$ cat config.mk
export PLATFORM = sky130hd
export DESIGN_NAME = copro_handshake
export DESIGN_NICKNAME = d
export VERILOG_FILES = /design/src/hdl/copro_pkg.sv /design/src/hdl/copro_handshake.sv
export SDC_FILE = /design/constraint.sdc
export NUM_CORES = 1
export LEC_CHECK = 0
export ABC_AREA = 0
export BUFFER_PORTS_ARGS = -buffer_cell sky130_fd_sc_hd__buf_4
export CAP_MARGIN = 20
export CORE_MARGIN = 4
export CORE_UTILIZATION = 40
export DETAILED_ROUTE_END_ITERATION = 10
export PLACE_DENSITY_LB_ADDON = 0.2
export SLEW_MARGIN = 20
export SYNTH_ARGS = -nofsm -noshare
export SYNTH_HDL_FRONTEND = slang
export SYNTH_SLANG_ARGS = --single-unit
$ cat constraint.sdc
create_clock -name clock -period 2.5 [get_ports clock]
set_input_delay 0 -clock clock [delete_from_list [all_inputs] [get_ports clock]]
set_output_delay 0 -clock clock [all_outputs]
set_load 0.02 [all_outputs]
$ cat src/hdl/copro_pkg.sv
// shared constants for the coprocessor handshake block
package copro_pkg;
  localparam logic [31:0] OPCODE_PORT_ADDR = 32'h800000f8;
  localparam logic [31:0] OPERAND_PORT_ADDR = 32'h800000fc;
  localparam logic [31:0] PIO_LIMIT = 32'h0000ffff;
  localparam logic [7:0] WAIT_OPCODE = 8'h9b;
  localparam logic [7:0] FAULT_VECTOR = 8'h10;
  localparam logic [7:0] DETECT_START = 8'h14;
  localparam int CLOCK_HZ = 10000000;
  localparam int ADDR_BIT_CMD = 2;
endpackage

$ cat src/hdl/copro_handshake.sv
// processor-side handshake with the numeric coprocessor
`timescale 1ns/1ps
// ----------------------------------------------------------------------------
// Overview of operation
// - coordinate via own I/O cycles plus handshake lines
// - sample busy and error at instruction start
// - send opcode directly, no preamble cycles
// - wait opcode stalls until busy negates or an enabled interrupt or nmi breaks it
// - error at busy negation faults vector 16
// - opcodes to F8 port, operands to FC
// - handshake inputs honoured during hold acknowledge
// - sample error after reset to detect type
// ----------------------------------------------------------------------------
module copro_handshake
  import copro_pkg::*;
(
  // clock and reset
  input wire logic clock,
  input wire logic srst,
  // core instruction side
  input wire logic instrValid,
  input wire logic [7:0] instrOpcode,
  input wire logic isCoproInstr,
  input wire logic [31:0] instrData,
  input wire logic interruptsEnabled,
  input wire logic nmiPending,
  input wire logic maskable_interrupt_input,
  input wire logic holdAck,
  output logic instrReady,
  output logic instrDone,
  output logic faultValid,
  output logic [7:0] faultVector,
  output logic waitBroken,
  output logic coproIsNewType,
  // coprocessor pins, active low busy and error
  input wire logic busyN,
  input wire logic errorN,
  input wire logic operand_transfer_request,
  // io cycle request toward the bus unit
  output logic ioReq,
  output logic [31:0] ioAddr,
  output logic [31:0] ioData,
  output logic address_bit_two,
  input wire logic ioAck
);
  typedef enum logic [1:0] {S_IDLE = 2'b00, S_WAITBUSY = 2'b01, S_OPCODE = 2'b10, S_OPERAND = 2'b11} state_t;

  // ----------------------------------------------------------------------------
  // pin synchronisers
  // ----------------------------------------------------------------------------
  logic [1:0] busyS_q, errS_q, reqS_q;
  logic [1:0] busyS_d, errS_d, reqS_d;
  // sync kept running under hold acknowledge so handshake is never lost
  always_comb
  begin
    busyS_d = {busyS_q[0], ~busyN};
    errS_d = {errS_q[0], ~errorN};
    reqS_d = {reqS_q[0], operand_transfer_request};
  end
  always_ff @(posedge clock)
  begin
    if (srst)
    begin
      busyS_q <= 2'b00;
      errS_q <= 2'b00;
      reqS_q <= 2'b00;
    end
    else
    begin
      busyS_q <= busyS_d;
      errS_q <= errS_d;
      reqS_q <= reqS_d;
    end
  end
  logic busy, err, xferReq;
  assign busy = busyS_q[1];
  assign err = errS_q[1];
  assign xferReq = reqS_q[1];

  // ----------------------------------------------------------------------------
  // post-reset coprocessor type detection
  // ----------------------------------------------------------------------------
  logic [7:0] rstCnt_q, rstCnt_d;
  logic newType_q, newType_d, firstBus_q, firstBus_d;
  always_comb
  begin
    rstCnt_d = (rstCnt_q == DETECT_START) ? rstCnt_q : rstCnt_q + 8'h01;
    firstBus_d = firstBus_q | ioReq;
    newType_d = newType_q;
    // latched once seen, so error negating before the first bus cycle cannot undo it
    if (rstCnt_q == DETECT_START && !firstBus_q)
      newType_d = newType_q | err;
  end
  always_ff @(posedge clock)
  begin
    if (srst)
    begin
      rstCnt_q <= 8'h00;
      newType_q <= 1'b0;
      firstBus_q <= 1'b0;
    end
    else
    begin
      rstCnt_q <= rstCnt_d;
      newType_q <= newType_d;
      firstBus_q <= firstBus_d;
    end
  end
  assign coproIsNewType = newType_q;

  // ----------------------------------------------------------------------------
  // instruction sequencer
  // ----------------------------------------------------------------------------
  state_t state_q, state_d;
  logic [31:0] addr_q, addr_d, data_q, data_d, opnd_q, opnd_d;
  logic req_q, req_d, done_q, done_d, fault_q, fault_d, brk_q, brk_d;
  logic intBreak;
  assign intBreak = nmiPending | (maskable_interrupt_input & interruptsEnabled);

  always_comb
  begin
    state_d = state_q;
    addr_d = addr_q;
    data_d = data_q;
    opnd_d = opnd_q;
    req_d = req_q;
    done_d = 1'b0;
    fault_d = 1'b0;
    brk_d = 1'b0;
    unique case (state_q)
      S_IDLE:
      begin
        if (instrValid && instrOpcode == WAIT_OPCODE)
          state_d = S_WAITBUSY;
        else if (instrValid && isCoproInstr && !busy && !err)
        begin
          // opcode goes straight out, no preamble cycle
          state_d = S_OPCODE;
          addr_d = OPCODE_PORT_ADDR;
          data_d = {24'h000000, instrOpcode};
          opnd_d = instrData;
          req_d = 1'b1;
        end
      end
      S_WAITBUSY:
      begin
        if (intBreak)
        begin
          state_d = S_IDLE;
          brk_d = 1'b1;
        end
        else if (!busy)
        begin
          state_d = S_IDLE;
          fault_d = err;
          done_d = ~err;
        end
      end
      S_OPCODE:
      begin
        if (ioAck)
        begin
          req_d = 1'b0;
          if (xferReq)
          begin
            // coprocessor asked for data: move the operand
            state_d = S_OPERAND;
            addr_d = OPERAND_PORT_ADDR;
            data_d = opnd_q;
            req_d = 1'b1;
          end
          else
          begin
            state_d = S_IDLE;
            done_d = 1'b1;
          end
        end
      end
      S_OPERAND:
      begin
        if (ioAck)
        begin
          req_d = 1'b0;
          state_d = S_IDLE;
          done_d = 1'b1;
        end
      end
    endcase
  end
  // bus is released while hold is granted; the request simply waits
  always_ff @(posedge clock)
  begin
    if (srst)
    begin
      state_q <= S_IDLE;
      addr_q <= 32'h00000000;
      data_q <= 32'h00000000;
      opnd_q <= 32'h00000000;
      req_q <= 1'b0;
      done_q <= 1'b0;
      fault_q <= 1'b0;
      brk_q <= 1'b0;
    end
    else
    begin
      state_q <= state_d;
      addr_q <= addr_d;
      data_q <= data_d;
      opnd_q <= opnd_d;
      req_q <= req_d;
      done_q <= done_d;
      fault_q <= fault_d;
      brk_q <= brk_d;
    end
  end

  // outputs
  assign ioReq = req_q & ~holdAck;
  assign ioAddr = addr_q;
  assign ioData = data_q;
  assign address_bit_two = addr_q[ADDR_BIT_CMD];
  assign instrReady = (state_q == S_IDLE);
  assign instrDone = done_q;
  assign faultValid = fault_q;
  assign faultVector = fault_q ? FAULT_VECTOR : 8'h00;
  assign waitBroken = brk_q;

  // ----------------------------------------------------------------------------
  // assertions
  // ----------------------------------------------------------------------------
  a_fault_on_error: assert property (@(posedge clock) disable iff (srst)
    (state_q == S_WAITBUSY && !intBreak && !busy && err) |=> faultValid && faultVector == 8'h10)
    else $error("wait with error did not fault");
  a_wait_holds_busy: assert property (@(posedge clock) disable iff (srst)
    (state_q == S_WAITBUSY && busy && !intBreak) |=> state_q == S_WAITBUSY)
    else $error("wait left while busy");
  a_opcode_port: assert property (@(posedge clock) disable iff (srst)
    (state_q == S_OPCODE) |-> ioAddr == 32'h800000f8 && address_bit_two == 1'b0)
    else $error("opcode port wrong");
  a_operand_port: assert property (@(posedge clock) disable iff (srst)
    (state_q == S_OPERAND) |-> ioAddr == 32'h800000fc && address_bit_two)
    else $error("operand port wrong");
  a_gate_on_busy: assert property (@(posedge clock) disable iff (srst)
    (state_q == S_IDLE && instrValid && isCoproInstr && instrOpcode != 8'h9b && busy) |=> state_q == S_IDLE)
    else $error("issued while busy");
  a_direct_opcode: assert property (@(posedge clock) disable iff (srst)
    (state_q == S_IDLE && instrValid && isCoproInstr && instrOpcode != 8'h9b && !busy && !err && !holdAck)
    |=> (ioReq || holdAck) && ioAddr == 32'h800000f8)
    else $error("opcode not issued at once");
  a_io_outside_pio: assert property (@(posedge clock) disable iff (srst)
    ioReq |-> ioAddr > PIO_LIMIT)
    else $error("io cycle inside programmed io range");
  a_type_frozen: assert property (@(posedge clock) disable iff (srst)
    firstBus_q |=> $stable(coproIsNewType))
    else $error("type changed after first bus cycle");
  a_sync_busy: assert property (@(posedge clock) disable iff (srst)
    ##2 (busy == !$past(busyN, 2)))
    else $error("busy sync lost");
  a_break_wait: assert property (@(posedge clock) disable iff (srst)
    (state_q == S_WAITBUSY && nmiPending) |=> waitBroken && state_q == S_IDLE)
    else $error("nmi did not break wait");
endmodule // copro_handshake

==> metrics.md, run 1 <==
| Metric | Value |
|---|---|
| DIE AREA | 11500 um^2 |
| CTS tree | built |
| Crit path max-delay family | compound AO/OA/AOI/OAI gates |
| Final setup vio count | 0 |
| RSZ-0062 raised after global routing | no |
| Layout cells sized above 1 | 23.7% |
| Worst relative slew slack | 48.0% |
| Critical path peak fanout | 25 |
| Hold Path Sink | faultValid$_SDFF_PP0_ |
| Synth Flop Type | dfxtp_1 |
| Crit path time final | 2.21 ns |
| Root buffer cell | clkbuf_8 |
| VDD IR-drop max | between 200 and 300 uV |
| Post-Place Setup Slack | 0.293 ns |
| CTS Buf Count | 9 |
| R2R Path Start | busyS_q[1]$_SDFF_PP0_ |
| Sequential fraction of the synthesis area | 44.6% |
| Antenna Nets Post-Route | 0 |
| Global Route Usage Sum | 17.1% |
| Vias in the first global route | 3322 |
| Worst path max stage delay | 0.66 ns |
| Clk pin slew, worst setup/hold paths | 0.08 ns |
| CP Launch Type | flop |
| Slew @ Worst Pin | 0.780 ns |
| First-pass GRT wire length | roughly 16 mm |
| Yosys top cell area share | 44.6% |
| Nets | 624 |
| R2R Setup Slk | 0.29 ns |
| Die height | 107 um |
| Post-synth EDFFs | 0 |
| Max Freq | 453 MHz |
| Async SR Flop Fraction | 0% |
| Pwr Total | 2.94 mW |
| Die X-Extent | 107 um |
| Deepest clock path buffer count | 2 |
| First-pass DRT Iterations | 6 |
| FF+latch count, synth | 88 |
| Largest area contributor in the netlist | dfxtp_1 |
| Max_cap viols | 0 |
| Worst hold start | interruptsEnabled |
| Final Hold Fails | 0 |
| R2R Path End | ioData[15]$_SDFFE_PP0P_ |
| Worst hold stages | 4 |
| Min-Delay Path Class | input port to flop |
| Worst-skew pair later-pin latency | 0.35 ns |
| R2R depth | 5 |
| CORE AREA | 9420 um^2 |
| Crit-path cells | nand4bb_1 -> or3_1 -> a221o_2 -> buf_4 -> mux2i_1 |
| Initial antenna violation count | 0 |
| Crit end category | flop |
| CP bufs+invs | 1 |
| Fin Setup TNS | 0 ns |
| Remaining Overflow, GRT | 0 |
| DR vias/cell | around 4.8 |
| ANT cells | 0 |
| Status | complete, no violations |
| Cells after Synth | 455 |
| Via count | 3402 |
| Final Max Slew Viols | 0 |
| Fin crit share | 88.3% |
| WL/cell | 14.1 um |
| Synth Cell Area | 3950 um^2 |
| Sink Count | 88 |
| Critical path type | flop to flop |
| Netlist cell types | 39 |
| H-tree depth | 3 |
| Final Worst Setup Slack | ~0.3 ns |
| Ys Warns | 0 |
| Synth-to-Final Area Change | 31.7% |
| Gp weighted congestion | 0.892 |
| Port bufs | just under 100 |
| Starting DRC count in detailed routing | ~210 |
| Fill count | between 900 and 1000 |
| PwrDens | 566 nW/um^2 |
| Rows | 35 |
| WP data arrival | approximately 2.5 ns |
| Hpwl dp | about 6.5 mm |
| P_leak | 2.26 nW |
| Syn Area/Cell | 8.68 um^2 |
| Post-cts sizing count | 0 |
| WP data required | between 2 and 3 ns |
| Initial Util | 41.9% |
| Largest net degree at the start of global routing | between 70 and 80 |
| Final clock skew | 0.0139 ns |
| Worst path slowest cell | a221o_2 |
| I/O pin cnt | 131 |
| Remaining DRCs | 0 |
| DRT Wirelength | a little under 10 mm |
| Synth area leaders | dfxtp_1, buf_4, mux2i_1 |
-- power by group --
| part | switching, mW | internal (mW) | total (mW) |
|---|---|---|---|
| sequential | 0.0285 | 1.45 | 1.47 |
| combinational | 0.217 | 0.192 | 0.409 |
| clock | 0.493 | 0.564 | 1.06 |
-- cell usage after synthesis (6+ instances only) --
cell type	instances
inv_1	6
clkbuf_1	24
dfxtp_1	88
nor2b_1	15
nand3_1	38
o21ai_0	34
nand2b_1	26
a21oi_1	43
nor2_1	18
mux2i_1	25
nand2_1	46
buf_4	41
-- metal layers --
layer  GRT usage [%]  share of wire (%)  routed length (um)  vias up
li1                -                  -                   -     1691
met1            21.3                 44                4420     1588
met2            29.3                 49                4860      115
met3            4.02                5.6                 558        8
met4            5.14               0.96                  95        0
met5               0                  0                   0        -
-- state kept, by name, indices dropped and copies added, names as in the netlist --
name / cells
opnd_q: 32
reqS_q: 2
coproIsNewType: 1
errS_q: 2
ioAddr: 2
state_q: 2
faultValid: 1
instrDone: 1
ioData: 32
waitBroken: 1
firstBus_q: 1
rstCnt_q: 8
busyS_q: 2
req_q: 1
-- placed cells by master, fill, tap and decap left out, drive strengths merged, types with 11 or more instances in the layout --
master / synthesis / routed
dlygate4sd3: 0 / 38
mux2i: 25 / 25
nand2b: 26 / 26
dfxtp: 88 / 88
a21oi: 43 / 43
buf: 49 / 108
nor2b: 15 / 15
conb: 1 / 32
clkbuf: 24 / 11
nand3: 38 / 38
nor2: 18 / 18
o21ai: 34 / 34
nand2: 46 / 46
-- cells by family after synthesis --
logic type	synth area share, %
multiplexers	9.10
flip-flops	44.6
other	0.0950
AND/OR/NAND/NOR	20.4
AO/OA/AOI/OAI	11.7
XOR/XNOR	1.55
adder cells (fa/ha/maj)	0.634
buffers and inverters	11.9
-- metrics by stage --
step | hold slack (ns) | utilization, % | std cells | instance area, um^2
after global routing | 0.0526 | 55.2 | 704 | 5200
final | 0.0477 | 55.2 | 704 | 5200
after floorplan | 0.0667 | - | 486 | 4060
after global placement | 0.154 | 48.9 | 650 | 4600
after detailed placement | 0.157 | 48.9 | 650 | 4600
after CTS | 0.0176 | 55.2 | 704 | 5200
-- repair_timing --
action	4_1_cts	5_1_grt
setup buffers	0	0
hold buffers	38	0
endpoints found under the hold margin	39	0
-- worst max-delay path by stage --
| stage | endpoint | depth (start not counted) | slack, ns | startpoint |
|---|---|---|---|---|
| 2_1_floorplan | ioData[3]$_SDFFE_PP0P_ | 7 | 0.55 | busyS_q[1]$_SDFF_PP0_ |
| 3_3_place_gp | ioData[16]$_SDFFE_PP0P_ | 5 | 0.35 | busyS_q[1]$_SDFF_PP0_ |
| 6_report | ioData[15]$_SDFFE_PP0P_ | 5 | 0.29 | busyS_q[1]$_SDFF_PP0_ |
| 3_5_place_dp | ioData[8]$_SDFFE_PP0P_ | 5 | 0.29 | busyS_q[1]$_SDFF_PP0_ |
| 5_1_grt | ioData[16]$_SDFFE_PP0P_ | 5 | 0.15 | busyS_q[1]$_SDFF_PP0_ |
| 4_1_cts | ioData[15]$_SDFFE_PP0P_ | 5 | 0.28 | busyS_q[1]$_SDFF_PP0_ |
-- tightest hold or removal path, cell delays in order --
cell and delay, ns:
buf_4 0.07, a21oi_1 0.12, nand2_1 0.10, nor4b_1 0.06
-- area by class of cell --
class,instances,area [um^2],share of cell area [%]
Clock buffer,11,131,2.53
Inverter,6,22.5,0.433
Clock inverter,5,81.3,1.56
Multi-Input combinational cell,319,1850,35.6
Timing Repair Buffer,146,1190,22.9
Sequential cell,88,1760,33.9
Tap cell,129,161,3.11
Power figures use the tool's default switching activity.
==> run 2: changes to the inputs <==
Settings changed: CORE_UTILIZATION 40 to 50, SETUP_SLACK_MARGIN set to 0.1.
==> run 2 against run 1 <==
Against the previous run: combinational power about the same; register-to-register slack lost 0.02 ns; critical path depth is the same; clock power about the same; sequential power about the same; largest power group unchanged; utilization rose by 12 points.
==> metrics.md, run 2 (synthesis results as in run 1) <==
| Metric | Value |
|---|---|
| Status | complete, no violations |
| WP data arrival | 2.46 ns (about the same) |
| Global Route Usage Sum | 20.0% (+2.9 points) |
| Min-Delay Path Class | input port to flop |
| CP bufs+invs | 1 (unchanged) |
| Fin crit share | 89.3% (+0.96 points) |
| Worst hold stages | 3 (-1) |
| Final Instance Area | 5190 um^2 (-0.17%) |
| Pwr Total | 2.95 mW (+0.44%) |
| I/O pin cnt | 131 (unchanged) |
| Fin util | 67.5% (+12 points) |
| WL/cell | 14.3 um (+1.6%) |
| Sw Ratio | 25.2% (+0.090 points) |
| R2R Path Start | busyS_q[1]$_SDFF_PP0_ |
| R2R Setup Slk | 0.27 ns (-0.02 ns) |
| Die X-Extent | 96.9 um (-9.8%) |
| Worst path max stage delay | 0.64 ns (-0.02 ns) |
| Antenna Nets Post-Route | 0 (unchanged) |
| Crit-path cells | nand4bb_1 -> or3_1 -> a221o_2 -> buf_4 -> mux2i_1 |
| VDD IR-drop max | 357 uV (+41%) |
| Deepest clock path buffer count | 2 (unchanged) |
| Crit path max-delay family | simple AND/OR/NAND/NOR gates |
| WP data required | 2.73 ns (about the same) |
| Starting DRC count in detailed routing | 134 (-36%) |
| Gp weighted congestion | 0.842 (-5.6%) |
| Largest net degree at the start of global routing | 96 (+32%) |
| Worst relative slew slack | 39.6% (-8.4 points) |
| DIE AREA | 9380 um^2 (-19%) |
| CP Launch Type | flop |
| Vias in the first global route | 3310 (-0.36%) |
| Via count | 3413 (+0.32%) |
| Final setup vio count | 0 (unchanged) |
| H-tree depth | 3 (unchanged) |
| DRT Wirelength | 9.73 mm (-2.0%) |
| Slew @ Worst Pin | 0.906 ns (+0.126 ns) |
| CTS Buf Count | 9 (unchanged) |
| ANT cells | 0 (unchanged) |
| Crit end category | flop |
| P_leak | 2.27 nW (+0.41%) |
| Initial antenna violation count | 0 (unchanged) |
| Remaining DRCs | 0 (unchanged) |
| Sink Count | 88 (unchanged) |
| Most frequent cells in the layout | buf_4, dfxtp_1, nand2_1 |
| R2R depth | 5 (unchanged) |
| P_sw | 0.745 mW (+0.80%) |
| PwrDens | 569 nW/um^2 (+0.61%) |
| Nets | 626 (+0.32%) |
| Die height | 96.9 um (-9.8%) |
| Final Max Slew Viols | 0 (unchanged) |
| Crit path depth | 5 (unchanged) |
| Critical path type | flop to flop |
| Combinational share of power | 13.9% (about the same) |
| Post-cts sizing count | 0 (unchanged) |
| Final Worst Setup Slack | 0.268 ns (-0.0240 ns) |
| Synth-to-Final Area Change | 31.4% |
| First-pass GRT wire length | 15.8 mm (+0.26%) |
| Int Pwr | 2.21 mW (+0.32%) |
| Crit path from | busyS_q[1]$_SDFF_PP0_ |
| First-pass DRT Iterations | 5 (-1) |
| Post-CTS setup buffers | 0 (unchanged) |
| Clk pwr share | 36.2% (+0.3 points) |
| Post-Place Setup Slack | 0.333 ns (+0.0394 ns) |
| DR vias/cell | 5.03 (+4.0%) |
| DP Area | 4580 um^2 (-0.57%) |
| Crit path time final | 2.23 ns (+0.0240 ns) |
| Root buffer cell | clkbuf_8 |
| Commonest non-fill, non-tap cell in the layout | buf_4 |
| Crit path to | ioData[26]$_SDFFE_PP0P_ |
| Clk pin slew, worst setup/hold paths | 0.09 ns (about the same) |
| Layout cells sized above 1 | 23.9% (+0.26 points) |
| RSZ-0062 raised after global routing | no |
| Max Freq | 448 MHz (-1.1%) |
| Port bufs | 98 (unchanged) |
| Final clock skew | 0.0141 ns (+0.000272 ns) |
| Critical path peak fanout | 24 (-4.0%) |
| CTS tree | built |
| R2R Path End | ioData[26]$_SDFFE_PP0P_ |
| Remaining Overflow, GRT | 0 (unchanged) |
| Fin Setup TNS | 0 ns (unchanged) |
| Rows | 32 (-8.6%) |
| Hold buffer count at cts | 39 (+2.6%) |
| Initial Util | 51.4% (+9.4 points) |
| Flop pwr share | 49.9% (-0.2 points) |
| Worst-skew pair later-pin latency | 0.35 ns (about the same) |
| Max_cap viols | 0 (unchanged) |
| Final Hold Fails | 0 (unchanged) |
| Hpwl dp | 6.24 mm (-3.9%) |
| CORE AREA | 7690 um^2 (-18%) |
| Worst path slowest cell | a221o_2 |
[run 2: changes by cell type in the layout (fill, tap and decap cells not counted)]
| cell | change |
|---|---|
| dlygate4sd3_1 | +1 |
| inv_6 | +1 |
| buf_4 | +1 |
| clkinv_2 | -1 |
| clkinvlp_4 | +1 |
| clkbuf_1 | -1 |
[run 2: worst min-delay path by stage]
stage | startpoint | end | slack, ns
final | interruptsEnabled | waitBroken$_SDFF_PP0_ | 0.05
after floorplan | busyN | busyS_q[0]$_SDFF_PP0_ | 0.07
after detailed placement | errorN | errS_q[0]$_SDFF_PP0_ | 0.15
after global routing | instrOpcode[5] | ioData[5]$_SDFFE_PP0P_ | 0.08
after CTS | interruptsEnabled | waitBroken$_SDFF_PP0_ | 0.02
after global placement | errorN | errS_q[0]$_SDFF_PP0_ | 0.15
[run 2: final cells by class]
| cell class | instances | area (um^2) |
|---|---|---|
| clock buffer | 10 | 128 |
| clock inverter | 6 | 92.6 |
| fill | 633 | 2500 |
| inverter | 6 | 22.5 |
| multi-input combinational | 319 | 1850 |
| sequential | 88 | 1760 |
| tap | 102 | 128 |
| timing repair buffer | 148 | 1210 |
[run 2: per-stage QoR]
stage                     hold slack [ns]  cells
after floorplan                    0.0667    486
after global placement              0.153    624
after detailed placement            0.155    624
after CTS                          0.0214    679
after global routing               0.0841    679
final                              0.0463    679
[run 2: power groups by stage]
stage / logic, mW / registers [mW] / clock network, mW
6_report: 0.410 / 1.47 / 1.07
2_1_floorplan: 0.268 / 1.51 / 0
5_1_grt: 0.445 / 1.48 / 1.15
4_1_cts: 0.408 / 1.47 / 1.10
3_3_place_gp: 0.353 / 1.50 / 0
3_5_place_dp: 0.358 / 1.51 / 0
[run 2: tightest hold or removal path: stages]
cell     delay, ns
buf_4         0.08
a21oi_1       0.09
nor3b_1       0.18
[run 2: metal layers]
metal | wire, um | share of wire, % | up-vias | GRT usage (%)
met5 | 0 | 0 | - | 0
met1 | 4110 | 42 | 1585 | 25.7
met2 | 4870 | 50 | 129 | 33.3
met3 | 724 | 7.4 | 2 | 4.61
met4 | 26 | 0.27 | 0 | 6.26
li1 | - | - | 1697 | -
